--- config.mk ---
export PLATFORM = sky130hd
export DESIGN_NAME = i2c_start_reservation_ctrl
export DESIGN_NICKNAME = d
export VERILOG_FILES = /design/src/logic/i2c_reservation_pkg.sv /design/src/logic/i2c_line_monitor.sv /design/src/logic/i2c_start_reservation_ctrl.sv
export VERILOG_INCLUDE_DIRS = /design/src /design/src/logic
export SDC_FILE = /design/constraint.sdc
export NUM_CORES = 1
export LEC_CHECK = 0
export ABC_AREA = 1
export BUFFER_PORTS_ARGS = -buffer_cell sky130_fd_sc_hd__buf_2
export CAP_MARGIN = 20
export CORE_UTILIZATION = 54
export CTS_BUF_LIST = sky130_fd_sc_hd__clkbuf_4 sky130_fd_sc_hd__clkbuf_8
export DETAILED_ROUTE_END_ITERATION = 6
export GPL_TIMING_DRIVEN = 0
export PLACE_DENSITY = 0.94
export SYNTH_ARGS = -nofsm -noshare
export SYNTH_HDL_FRONTEND = slang
export SYNTH_HIERARCHICAL = 1
export SYNTH_SLANG_ARGS = --single-unit
--- constraint.sdc ---
create_clock -name clk -period 2.3 [get_ports clk]
set_input_delay 0.46 -clock clk [delete_from_list [all_inputs] [get_ports clk]]
set_output_delay 0.46 -clock clk [all_outputs]
set_load 0.02 [all_outputs]
--- src/logic/i2c_reservation_map.svh ---
// Register offsets, reset values and timing counts of the start/reservation control.
// Assumes a 200 MHz system clock and a 32-bit Avalon-MM register bus.
// Function
// - Idle bus: start request drives start, waits
// - Start request: immediate start or reservation
// - Reserved: master after stop, early writes ignored
// - Reservation accepted between start and stop
// - Reservation off: busy start request rejected
// - Reservation off: clear flag shows outcome
// - Arbitration loss or release: bus not ours
// - Init start off: enable sets busy
// - Init start on: enable clears busy
// - Enable on low data: falling edge start
// - Reservation needs stop interrupt or polling
// - Stop interrupt only when stop enable set
// - Arbitration loss: flag set, lines released
`ifndef I2C_RESERVATION_MAP_SVH
`define I2C_RESERVATION_MAP_SVH

// Byte offsets on the register bus
`define REG_CONTROL 5'h00
`define REG_STATUS 5'h04
`define REG_FLAGS 5'h08
`define REG_CLKSEL 5'h0C
`define REG_CLKEXT 5'h10
`define REG_SHIFT 5'h14

// Reset values
`define CONTROL_RESET 8'h00
`define STATUS_RESET 8'h00
`define FLAGS_RESET 8'h00
`define CLKSEL_RESET 4'h0

// Timing: start/stop hold time on the lines
`define CLK_PERIOD_NS 5
`define START_HOLD_NS 4000
`define START_HOLD_CYC ((`START_HOLD_NS + `CLK_PERIOD_NS - 1) / `CLK_PERIOD_NS)

// Decision delay per divider code, in system clocks
`define DECIDE_CLK_00 4'h6
`define DECIDE_CLK_01 4'h6
`define DECIDE_CLK_10 4'hC
`define DECIDE_CLK_11 4'h3

`endif

--- src/logic/i2c_reservation_pkg.sv ---
// Types shared by the start/reservation control and its line monitor.
// Assumes the constants header supplies all numbers.
package i2c_reservation_pkg;

  // Sequencer states, Gray coded along the reservation path
  typedef enum logic [2:0] {
    ST_IDLE = 3'b000,
    ST_DECIDE = 3'b001,
    ST_RESERVED = 3'b011,
    ST_START = 3'b010,
    ST_WAIT = 3'b110,
    ST_ACTIVE = 3'b111,
    ST_STOP_LOW = 3'b101,
    ST_STOP_SCL = 3'b100
  } ctl_state_t;

  // Bus control register layout
  typedef struct packed {
    logic enable;
    logic relBus;
    logic rsvd5;
    logic stopIe;
    logic [1:0] rsvd32;
    logic start;
    logic stop;
  } control_t;

  // Bus status register layout
  typedef struct packed {
    logic master;
    logic arbLost;
    logic [3:0] rsvd;
    logic startDet;
    logic stopDet;
  } status_t;

  // Bus flag register layout
  typedef struct packed {
    logic startClear;
    logic busy;
    logic [3:0] rsvd;
    logic initStart;
    logic rsvDisable;
  } flags_t;

  // Sampled serial line pair
  typedef struct packed {
    logic scl;
    logic sda;
  } lines_t;

endpackage : i2c_reservation_pkg

--- src/logic/i2c_line_monitor.sv ---
// Serial line synchroniser with start and stop condition detection.
// Assumes the lines are asynchronous to clk and sampled at 200 MHz.
module i2c_line_monitor
  import i2c_reservation_pkg::*;
(
  // Clock and reset
  input wire logic clk,
  input wire logic reset_n,
  // Control
  input wire logic enable,
  // Raw lines
  input wire logic sclIn,
  input wire logic sdaIn,
  // Events
  output logic startSeen,
  output logic stopSeen
);

  lines_t meta_r;
  lines_t sync_r;
  lines_t prev_r;

  // Two-stage synchroniser
  always_ff @(posedge clk or negedge reset_n) begin
    if (!reset_n) begin
      meta_r <= 2'b11;
      sync_r <= 2'b11;
    end else begin
      meta_r <= '{scl: sclIn, sda: sdaIn};
      sync_r <= meta_r;
    end
  end

  // Previous sample, forced high while disabled so low data reads as a fall
  always_ff @(posedge clk or negedge reset_n) begin
    if (!reset_n) begin
      prev_r <= 2'b11;
    end else begin
      prev_r <= enable ? sync_r : 2'b11;
    end
  end

  // Edge decode on data while clock high
  assign startSeen = enable & prev_r.sda & ~sync_r.sda & sync_r.scl;
  assign stopSeen = enable & ~prev_r.sda & sync_r.sda & sync_r.scl;

endmodule : i2c_line_monitor

--- src/logic/i2c_start_reservation_ctrl.sv ---
// Start-condition and communication-reservation control with Avalon-MM registers.
// Assumes a transfer engine on clk drives arbitration loss and extension-code flags,
// and takes over the lines once an address byte has been handed over.
//
// The Avalon-MM slave port and the register offsets are this design's own decisions.
`include "i2c_reservation_map.svh"

module i2c_start_reservation_ctrl
  import i2c_reservation_pkg::*;
#(
  parameter int HOLD_CYC = `START_HOLD_CYC
)
(
  // Clock and reset
  input wire logic clk,
  input wire logic reset_n,
  // Avalon-MM slave
  input wire logic [4:0] address,
  input wire logic read,
  input wire logic write,
  input wire logic [3:0] byteenable,
  input wire logic [31:0] writedata,
  output logic [31:0] readdata,
  output logic waitrequest,
  // Serial clock line
  input wire logic sclIn,
  output logic sclOut,
  output logic sclOe,
  // Serial data line
  input wire logic sdaIn,
  output logic sdaOut,
  output logic sdaOe,
  // Transfer engine
  input wire logic arbLost,
  input wire logic extCodeRx,
  output logic txStart,
  output logic [7:0] txByte,
  // Interrupt
  output logic serialIrq
);

  // Hold timer load, and the point where data is pulled during a stop
  localparam logic [11:0] HOLD_LOAD = 12'(HOLD_CYC - 1);
  localparam logic [11:0] HOLD_HALF = 12'(HOLD_CYC / 2);

  ctl_state_t state_r, state_nxt;
  control_t ctl_r, ctl_nxt;
  status_t st_r, st_nxt;
  flags_t fl_r, fl_nxt;
  logic [3:0] clkSel_r, clkSel_nxt;
  logic clkExt_r, clkExt_nxt;
  logic [11:0] cnt_r, cnt_nxt;
  logic enPrev_r;
  logic arbPrev_r;
  logic waitrequest_r;
  logic [31:0] readdata_r;
  logic sclOe_r, sclOe_nxt;
  logic sdaOe_r, sdaOe_nxt;
  logic txStart_r, txStart_nxt;
  logic [7:0] txByte_r, txByte_nxt;
  logic irq_r, irq_nxt;
  logic startSeen;
  logic stopSeen;

  // Line synchroniser and condition detector
  i2c_line_monitor u_i2c_line_monitor (
    .clk(clk),
    .reset_n(reset_n),
    .enable(ctl_r.enable),
    .sclIn(sclIn),
    .sdaIn(sdaIn),
    .startSeen(startSeen),
    .stopSeen(stopSeen)
  );

  // Bus access decode; a write lands at the edge where waitrequest is low
  wire busWr = write & ~waitrequest_r & byteenable[0];
  wire rdTake = read & waitrequest_r;
  wire wrCtl = busWr & (address == `REG_CONTROL);
  wire wrFlags = busWr & (address == `REG_FLAGS);
  wire wrClkSel = busWr & (address == `REG_CLKSEL);
  wire wrClkExt = busWr & (address == `REG_CLKEXT);
  wire wrShift = busWr & (address == `REG_SHIFT);
  wire control_t wdCtl = control_t'(writedata[7:0]);

  // Read selection, unmapped offsets read zero
  wire [7:0] rdByte = (address == `REG_CONTROL) ? ctl_r :
                      (address == `REG_STATUS) ? st_r :
                      (address == `REG_FLAGS) ? fl_r :
                      (address == `REG_CLKSEL) ? {4'h0, clkSel_r} :
                      (address == `REG_CLKEXT) ? {7'h00, clkExt_r} : 8'h00;

  // Decision delay chosen by the divider bits
  wire [3:0] decideCyc = (clkSel_r[1:0] == 2'b00) ? `DECIDE_CLK_00 :
                         (clkSel_r[1:0] == 2'b01) ? `DECIDE_CLK_01 :
                         (clkSel_r[1:0] == 2'b10) ? `DECIDE_CLK_10 : `DECIDE_CLK_11;

  // Bus not ours: lost arbitration, or extension code dropped by release
  wire ownerless = arbLost | (extCodeRx & ctl_r.relBus);
  wire timerDone = (cnt_r == 12'h000);
  wire enableRise = ctl_r.enable & ~enPrev_r;
  // Loss interrupt once per event, even if the engine holds its flag
  wire arbRise = arbLost & ~arbPrev_r;

  // Next-state and register update logic
  always_comb begin
    state_nxt = state_r;
    ctl_nxt = ctl_r;
    st_nxt = st_r;
    fl_nxt = fl_r;
    clkSel_nxt = clkSel_r;
    clkExt_nxt = clkExt_r;
    cnt_nxt = timerDone ? 12'h000 : cnt_r - 12'h001;
    txStart_nxt = 1'b0;
    txByte_nxt = txByte_r;
    irq_nxt = 1'b0;
    // Busy state forced on enabling, whatever the lines show;
    // comes first, so a start seen in the same cycle still marks the bus busy
    if (enableRise) begin
      fl_nxt.busy = ~fl_r.initStart;
    end
    // Line events update busy and detection status
    if (startSeen) begin
      fl_nxt.busy = 1'b1;
      st_nxt.startDet = 1'b1;
      st_nxt.stopDet = 1'b0;
    end
    if (stopSeen) begin
      fl_nxt.busy = 1'b0;
      st_nxt.startDet = 1'b0;
      st_nxt.stopDet = 1'b1;
      st_nxt.master = 1'b0;
      irq_nxt = ctl_r.stopIe;
    end
    // Release bit acts once, then self-clears
    if (ctl_r.relBus) begin
      ctl_nxt.relBus = 1'b0;
    end
    case (state_r)
      ST_IDLE: begin
        if (ctl_r.stop) begin
          state_nxt = ST_STOP_LOW;
          cnt_nxt = HOLD_LOAD;
        end else if (ctl_r.start) begin
          state_nxt = ST_DECIDE;
          cnt_nxt = {8'h00, decideCyc - 4'h1};
        end
      end
      ST_DECIDE: begin
        // Bus state sampled once the divider delay has run out
        if (timerDone) begin
          ctl_nxt.start = 1'b0;
          if (!fl_r.busy) begin
            state_nxt = ST_START;
            cnt_nxt = HOLD_LOAD;
            st_nxt.master = 1'b1;
            fl_nxt.startClear = 1'b0;
          end else if (!fl_r.rsvDisable) begin
            state_nxt = ST_RESERVED;
          end else begin
            state_nxt = ST_IDLE;
            fl_nxt.startClear = 1'b1;
          end
        end
      end
      ST_RESERVED: begin
        // Shift writes here are dropped; only the wait state takes a byte
        if (stopSeen) begin
          state_nxt = ST_START;
          cnt_nxt = HOLD_LOAD;
          st_nxt.master = 1'b1;
        end
      end
      ST_START: begin
        if (timerDone) begin
          state_nxt = ST_WAIT;
        end
      end
      ST_WAIT: begin
        // Held in wait until software hands over the address byte
        if (ctl_r.stop) begin
          state_nxt = ST_STOP_LOW;
          cnt_nxt = HOLD_LOAD;
        end else if (wrShift) begin
          state_nxt = ST_ACTIVE;
          txStart_nxt = 1'b1;
          txByte_nxt = writedata[7:0];
        end
      end
      ST_ACTIVE: begin
        if (ctl_r.stop) begin
          state_nxt = ST_STOP_LOW;
          cnt_nxt = HOLD_LOAD;
        end
      end
      ST_STOP_LOW: begin
        if (timerDone) begin
          state_nxt = ST_STOP_SCL;
          cnt_nxt = HOLD_LOAD;
        end
      end
      ST_STOP_SCL: begin
        if (timerDone) begin
          state_nxt = ST_IDLE;
          ctl_nxt.stop = 1'b0;
        end
      end
      default: begin
        state_nxt = ST_IDLE;
      end
    endcase
    // Dropping out of the transfer releases both lines
    if (ownerless) begin
      state_nxt = ST_IDLE;
      st_nxt.master = 1'b0;
      ctl_nxt.start = 1'b0;
      if (arbLost) begin
        st_nxt.arbLost = 1'b1;
      end
    end
    // Loss interrupt on the first cycle of the flag only
    if (arbRise) begin
      irq_nxt = 1'b1;
    end
    // Disabled controller is held in its cleared state
    if (!ctl_r.enable) begin
      state_nxt = ST_IDLE;
      st_nxt = `STATUS_RESET;
      fl_nxt.busy = 1'b0;
      fl_nxt.startClear = 1'b0;
      ctl_nxt.start = 1'b0;
      ctl_nxt.stop = 1'b0;
      ctl_nxt.relBus = 1'b0;
      irq_nxt = 1'b0;
    end
    // Software writes; a request bit set by software wins over a clear
    if (wrCtl) begin
      ctl_nxt.enable = wdCtl.enable;
      ctl_nxt.stopIe = wdCtl.stopIe;
      ctl_nxt.relBus = ctl_nxt.relBus | (wdCtl.relBus & wdCtl.enable);
      ctl_nxt.start = ctl_nxt.start | (wdCtl.start & wdCtl.enable);
      ctl_nxt.stop = ctl_nxt.stop | (wdCtl.stop & wdCtl.enable);
      if (wdCtl.start & ~ctl_r.start) begin
        fl_nxt.startClear = 1'b0;
      end
    end
    if (wrFlags) begin
      fl_nxt.initStart = writedata[1];
      fl_nxt.rsvDisable = writedata[0];
    end
    // Transfer clock only changes while the controller is off
    if (wrClkSel & ~ctl_r.enable) begin
      clkSel_nxt = writedata[3:0];
    end
    if (wrClkExt & ~ctl_r.enable) begin
      clkExt_nxt = writedata[0];
    end
    // Line drivers follow the next state
    // Hand-over lets data go one cycle before clock, so the lines never show a stop
    sclOe_nxt = (state_nxt == ST_WAIT) | (state_nxt == ST_STOP_LOW) |
                ((state_r == ST_WAIT) & (state_nxt == ST_ACTIVE));
    sdaOe_nxt = (state_nxt == ST_START) | (state_nxt == ST_WAIT) | (state_nxt == ST_STOP_SCL) |
                ((state_nxt == ST_STOP_LOW) & (cnt_nxt < HOLD_HALF));
  end

  // Sequencer state and hold timer
  always_ff @(posedge clk or negedge reset_n) begin
    if (!reset_n) begin
      state_r <= ST_IDLE;
      cnt_r <= 12'h000;
    end else begin
      state_r <= state_nxt;
      cnt_r <= cnt_nxt;
    end
  end

  // Control and clock selection registers
  always_ff @(posedge clk or negedge reset_n) begin
    if (!reset_n) begin
      ctl_r <= `CONTROL_RESET;
      clkSel_r <= `CLKSEL_RESET;
      clkExt_r <= 1'b0;
      enPrev_r <= 1'b0;
    end else begin
      ctl_r <= ctl_nxt;
      clkSel_r <= clkSel_nxt;
      clkExt_r <= clkExt_nxt;
      enPrev_r <= ctl_r.enable;
    end
  end

  // Status and flag registers, plus the loss flag of the last cycle
  always_ff @(posedge clk or negedge reset_n) begin
    if (!reset_n) begin
      st_r <= `STATUS_RESET;
      fl_r <= `FLAGS_RESET;
      arbPrev_r <= 1'b0;
    end else begin
      st_r <= st_nxt;
      fl_r <= fl_nxt;
      arbPrev_r <= arbLost;
    end
  end

  // Registered line drivers
  always_ff @(posedge clk or negedge reset_n) begin
    if (!reset_n) begin
      sclOe_r <= 1'b0;
      sdaOe_r <= 1'b0;
    end else begin
      sclOe_r <= sclOe_nxt;
      sdaOe_r <= sdaOe_nxt;
    end
  end

  // Registered hand-over and interrupt outputs
  always_ff @(posedge clk or negedge reset_n) begin
    if (!reset_n) begin
      txStart_r <= 1'b0;
      txByte_r <= 8'h00;
      irq_r <= 1'b0;
    end else begin
      txStart_r <= txStart_nxt;
      txByte_r <= txByte_nxt;
      irq_r <= irq_nxt;
    end
  end

  // Bus handshake: one wait cycle, then a one-cycle answer
  always_ff @(posedge clk or negedge reset_n) begin
    if (!reset_n) begin
      waitrequest_r <= 1'b1;
      readdata_r <= 32'h0000_0000;
    end else begin
      waitrequest_r <= ~((read | write) & waitrequest_r);
      if (rdTake) begin
        readdata_r <= {24'h00_0000, rdByte};
      end
    end
  end

  // Open-drain lines only ever pull low
  assign sclOut = 1'b0;
  assign sdaOut = 1'b0;
  assign sclOe = sclOe_r;
  assign sdaOe = sdaOe_r;
  assign txStart = txStart_r;
  assign txByte = txByte_r;
  assign serialIrq = irq_r;
  assign waitrequest = waitrequest_r;
  assign readdata = readdata_r;

endmodule : i2c_start_reservation_ctrl

== Word-level counts from Yosys, hierarchy flattened ==
Cells that the tools add are included.

* Add/subtract/negate cells: 2
* Multiply operators: 0
* Divide/modulo/power cells: 0
* Order comparisons: 1
* Equality and inequality tests: 23
* Shift operators: 0
* Muxes and demuxes: 67
* Bitwise logic cells: 45
* Reductions and logical operators: 7

{| class="wikitable"
|+ Operator list
! cell !! number
|-
| 2-to-1 mux 12 bit || 8
|-
| one-hot mux 12 bit (5 select lines) || 1
|-
| 2-to-1 mux 3 bit || 13
|-
| 2-to-1 mux 8 bit || 4
|-
| 2-to-1 mux 1 bit || 28
|-
| bitwise AND 1 bit || 26
|-
| == test 3 bit, second input constant || 8
|-
| one-hot mux 3 bit (8 select lines) || 1
|-
| 2-to-1 mux 4 bit || 4
|-
| 2-to-1 mux 2 bit || 7
|-
| logical NOT 12 bit || 1
|-
| < comparator 12 x 9 -> 1 bit, second input constant || 1
|-
| subtractor 12 x 1 -> 12 bit, second input constant || 1
|-
| == test 5 x 4 -> 1 bit, second input constant || 2
|-
| == test 5 bit, second input constant || 2
|-
| NOT 1 bit || 10
|-
| == test 3 x 2 -> 1 bit, second input constant || 3
|-
| OR 1 bit || 9
|-
| == test 5 x 3 -> 1 bit, second input constant || 1
|-
| logical NOT 5 bit || 1
|-
| inequality test 4 x 1 -> 1 bit, second input constant || 1
|-
| subtractor 4 x 1 -> 4 bit, second input constant || 1
|-
| == test 3 x 1 -> 1 bit, second input constant || 1
|-
| logical NOT 3 bit || 1
|-
| 10 further kinds || 10
|}

* Register bits: 61
* Bits in latches: 0
* Memory bits (writable): 0
* Memory bits (read-only): 0
* Input port bits: 49
* Output and inout port bits: 47
* Word-level logic and storage cells: 176
* Memories kept: 0

== Longest topological paths before layout ==
* Depth in word-level cells: 13
* Gate-level depth with buffers: 13
* Mapped depth without buffers: 13

== By module ==
Netlist, hierarchy kept.

{| class="wikitable"
|+ Modules (own cells, without submodules)
! module !! times used !! cells each !! area each (um^2) !! seq. area each (um^2)
|-
| i2c_start_reservation_ctrl || 1 || 391 || 3113.0 || 1377.6
|-
| i2c_line_monitor || 1 || 13 || 161.4 || 131.4
|}

== Worst setup path after synthesis ==
Ideal clock, no wire load.

* Path type: reg-to-reg
* Start point: register cnt_r[0]
* End point: register sdaOe_r (netlist: sdaOe)
* Library setup time: 0.119 ns
* Arrival time: 1.546 ns
* Required time: 2.181 ns
* Setup slack: 0.635 ns
* Cell stages (with the launch flop): 14
* Buffers on the path: 0
* Period minus slack after synthesis: 1.665 ns
* Cells stage by stage: dfrtp_1 inv_1 ha_1 nand2_4 nor2_8 nand2_4 nor2_4 nand2_1 nand2_1 nand2_2 nand3_1 nor2_1 nand3_1 nand2_1

* Word-level cells in the longest chain between the ends: 9
* Elaborated cells between the ends (all ways): 27
* Those cells by class: add/sub: 1; order compare: 1; eq/ne: 4; mux: 16; bitwise: 4; reduce/logical: 1

{| class="wikitable"
|+ RTL lines
! item !! RTL line !! RTL
|-
| start: declaration || i2c_start_reservation_ctrl.sv:52 || <nowiki>logic [11:0] cnt_r, cnt_nxt;</nowiki>
|-
| start signal: assignment || i2c_start_reservation_ctrl.sv:273 || <nowiki>cnt_r <= cnt_nxt;</nowiki>
|-
| parallel branches: the longest is 8 deep, another holds subtractor 12 x 1 -> 12 bit || - ||
|-
| OR 1 bit (*) || i2c_start_reservation_ctrl.sv:262 || <nowiki>sdaOe_nxt = (state_nxt == ST_START) | (state_nxt == ST_WAIT) | (state_nxt == ST_STOP_SCL) |</nowiki>
|-
| named net sdaOe_nxt || i2c_start_reservation_ctrl.sv:58 || <nowiki>logic sdaOe_r, sdaOe_nxt;</nowiki>
|-
| end signal: assignment || i2c_start_reservation_ctrl.sv:312 || <nowiki>sdaOe_r <= sdaOe_nxt;</nowiki>
|-
| end: declaration || i2c_start_reservation_ctrl.sv:58 ||
|}

Mark *: on every way through the listed nets, which the timed path passes.
A chain may end at the register's enable or synchronous reset.

== Worst setup path after layout ==
* Start point: register ctl_r[7] (netlist name)
* End point: register sdaOe_r (netlist: sdaOe)

* Word-level cells in the longest chain between the ends: 11
* Elaborated cells between the ends (all ways): 18
* Those cells by class: order compare: 1; eq/ne: 4; mux: 6; bitwise: 7

{| class="wikitable"
|+ RTL lines
! item !! RTL line !! RTL
|-
| start: declaration || i2c_start_reservation_ctrl.sv:47 || <nowiki>control_t ctl_r, ctl_nxt;</nowiki>
|-
| start signal: assignment || i2c_start_reservation_ctrl.sv:280 || <nowiki>ctl_r <= `CONTROL_RESET;</nowiki>
|-
| start signal: assignment || i2c_start_reservation_ctrl.sv:285 || <nowiki>ctl_r <= ctl_nxt;</nowiki>
|-
| bitwise AND 1 bit (*) (3 in series) || i2c_line_monitor.sv:45 || <nowiki>assign stopSeen = enable & ~prev_r.sda & sync_r.sda & sync_r.scl;</nowiki>
|-
| named net stopSeen || i2c_start_reservation_ctrl.sv:63 || <nowiki>logic stopSeen;</nowiki>
|-
| parallel branches: the longest is 7 deep, another holds < comparator 12 x 9 -> 1 bit || - ||
|-
| OR 1 bit (*) || i2c_start_reservation_ctrl.sv:262 ||
|-
| named net sdaOe_nxt || i2c_start_reservation_ctrl.sv:58 ||
|}

Marks and branches as above.

==> impl_results.md <==
* Compound-Gate Fraction of Synth Area at 11.27%
* Sequential area share after synthesis at 46.08%
* Final Setup Violations at 0
* Highest clock rate at 456.8 MHz
* Core Rows at 27
* Top_reg_cell synth: dfrtp_1
* CP Class: flop to flop
* Clk slew on worst S/H paths at 0.07 ns
* MaxCap Viol Count at 0
* Hold crit path type: input pin to async pin
* CTS sink count at 60
* Reg2reg setup slack at 0.11 ns
* Root Buffer: clkbuf_8
* Final Hold Fails at 0
* Largest family of logic cells by synthesized area: simple AND/OR/NAND/NOR gates
* Number of synthesized flops with an enable pin at 0
* Total Power at 3.853 mW
* Antenna-violating nets left at 0
* CP max-delay cell: dfrtp_1
* Power Dens Cells at 992.9 nW/µm²
* Simple-Gate Fraction of Synth Area at 26.44%
* DRC errors left at 0
* Slew Viols, Final at 0
* Die X at 79.87 µm
* Post-Syn Instances at 404
* Slowest cell delay on critical path at 0.56 ns
* Core region area at 5675 µm²
* Run status: completed
* Placer Congestion at 0.9181
* Pin count of the biggest net entering global routing at 36
* First-pass GRT wire length at 12250 µm
* Vias in the first global route at 2785
* Share of cells above drive strength 1 at 27.05%
* GRT Util Overall at 25.50%
* Leakage power at 2.163 nW
* Post-synthesis mux area share at 0%
* Worst vdd ir at 0.5915 mV
* Crit path DAT at 2.41 ns
* Max-slew headroom at 59.04%
* CP Data Required Time at 2.52 ns
* # Post-CTS Setup Buffers at 0
* Setup TNS at 0 ns
* Seq cells post-synth at 60
* Worst-Skew Late Latency at 0.34 ns
* Cell Area, Synth at 3274 µm²
* Cts hold-fix bufs at 0
* CP endpoint kind: flop
* DP HPWL at 5339 µm
* Unrepaired setup endpoints after global routing: false
* Die Area at 6379 µm²
* Number of DRC markers in iteration 0 at 260
* DRT Pass-1 Iters at 5
* Cell chain of the critical path: nand2_1, nor2_1, inv_1, nor3_1, a21oi_2, nand2_1, inv_2, nand3_1, nand3_1, nand3_1, nand2_1
* Worst-path fanout max at 9
* R2R cell count at 11
* Adder-Cell Fraction of Synth Area at 0.3821%
* CTS tree: done
* Skew final at 0.01084 ns
* Final wirelength at 7212 µm
* Post-synthesis xor/xnor area fraction at 1.872%
* Number of buffers added on ports at 41
* Worst slew pin tran at 0.6144 ns
* H-tree Lvls at 3
* YS warnings at 6
* Resize count post-CTS at 0
* Vias per cell at 5.223
* Die Ht at 79.87 µm
* Tcrit/Tclk final at 95.17%
* CP startpoint kind: flop
* Synth unique cells at 40
* FFs w/ async S/R, synth at 100.0%
* Ant. Diodes at 0
* DR WL/cell at 12.88 µm
* Mean Syn Cell Area at 8.105 µm²
* Count of nets after finishing at 533
* Initial Util at 57.69%
* Layout area overhead at 18.49%
* Via count at 2925
* Tmin final at 2.189 ns
* Setup crit start: ctl_r[7]
* Grt ovf at 0
* # IOs at 96
* Initial antenna violation count at 0
* Bufs on Longest Clock Path at 2
* Num CTS Buffers at 9
* Worst R2R Start: ctl_r[7]
per-stage QoR:
step,worst slack (ns),util [%],cell area (µm²),hold WS [ns],cells
after floorplan,0.6349,-,3372,0.1644,430
after global routing,0.01655,68.36,3880,0.1701,560
final,0.1110,68.36,3880,0.1271,560
after detailed placement,0.1955,64.97,3687,0.3500,544
after CTS,0.1427,68.36,3880,0.1318,560
after global placement,0.2100,64.62,3667,0.3487,543
worst max-delay path, delay by kind of cell (launching register included):
kind	cells	cell delay (ns)
flops	1	0.56
buf+inv	2	0.24
compound gates	1	0.10
simple gates	8	1.17
where the power goes:
group / switching, mW / internal, mW / total, mW
combinational: 1.02 / 0.552 / 1.57
sequential: 0.131 / 1.23 / 1.36
clock: 0.407 / 0.520 / 0.927
total: 1.55 / 2.30 / 3.85
Yosys cell counts, drive strengths merged (3+ instances only):
| library cell | number | share of area (%) |
|---|---|---|
| nand2 | 99 | 12 |
| xor2 | 4 | 1.1 |
| a31oi | 3 | 0.57 |
| nand4 | 4 | 0.76 |
| xnor2 | 3 | 0.80 |
| o21ai | 31 | 4.9 |
| buf | 31 | 7.0 |
| dfrtp | 54 | 41 |
| dfstp | 6 | 4.8 |
| inv | 56 | 6.4 |
| nor2 | 42 | 6.8 |
| nor3 | 5 | 1.5 |
| a21oi | 21 | 3.4 |
| nand3 | 29 | 4.9 |
area by class of cell:
class / count / area [µm²]
fill: 446 / 1795
sequential: 60 / 1509
multi-input combinational: 281 / 1410
buffer: 32 / 234.0
timing repair buffer: 42 / 225.2
inverter: 57 / 219.0
clock buffer: 11 / 138.9
tap: 72 / 90.09
clock inverter: 5 / 53.80
path summary, 6_finish.rpt:
check,endpoint
hold reg to reg,u_i2c_line_monitor/sync_r[0]
setup reg to reg,sdaOe
setup / recovery,sdaOe
min in group clk,u_i2c_line_monitor/meta_r[0]
hold / removal,txByte[4]
max in group asynchronous,state_r[1]
sequential cells by signal, summed over array words and instances (netlist names), 2 cells and up:
name and flops:
u_i2c_line_monitor/sync_r 2, ctl_r 5, clkSel_r 4, txByte 8, cnt_r 12, readdata 7
state_r 3, st_r 4, fl_r 4, u_i2c_line_monitor/meta_r 2
layout by cell type (no fill, tap or decap), drive strengths merged:
cell type / n
nor4: 1
dfstp: 6
o211ai: 1
a211oi: 1
nor2: 42
or2: 1
o2111ai: 2
buf: 73
bufinv: 1
dfrtp: 54
ha: 1
inv: 56
nand4: 4
a31oi: 3
xnor2: 3
a2bb2oi: 1
a21oi: 21
o32ai: 1
conb: 27
nand3: 29
nor3: 5
a22oi: 1
clkbuf: 12
o21ai: 31
xor2: 4
clkinv: 5
nand2: 99
o22ai: 1
o31ai: 2
layer usage:
metal,up-vias,part of all wire (%),global-route usage [%]
li1,1405,-,-
met1,1354,41,31.17
met2,142,49,41.88
met3,24,6.7,4.686
met4,0,3.2,15.36
met5,-,0,0
cells by family after synthesis:
| kind of cell | count (synthesis) |
|---|---|
| AO/OA/AOI/OAI | 65 |
| XOR/XNOR | 7 |
| adder cells (fa/ha/maj) | 1 |
| buffers and inverters | 89 |
| flip-flops | 60 |
| other | 1 |
| AND/OR/NAND/NOR | 181 |
No activity file was read; power rests on OpenSTA's default activity.
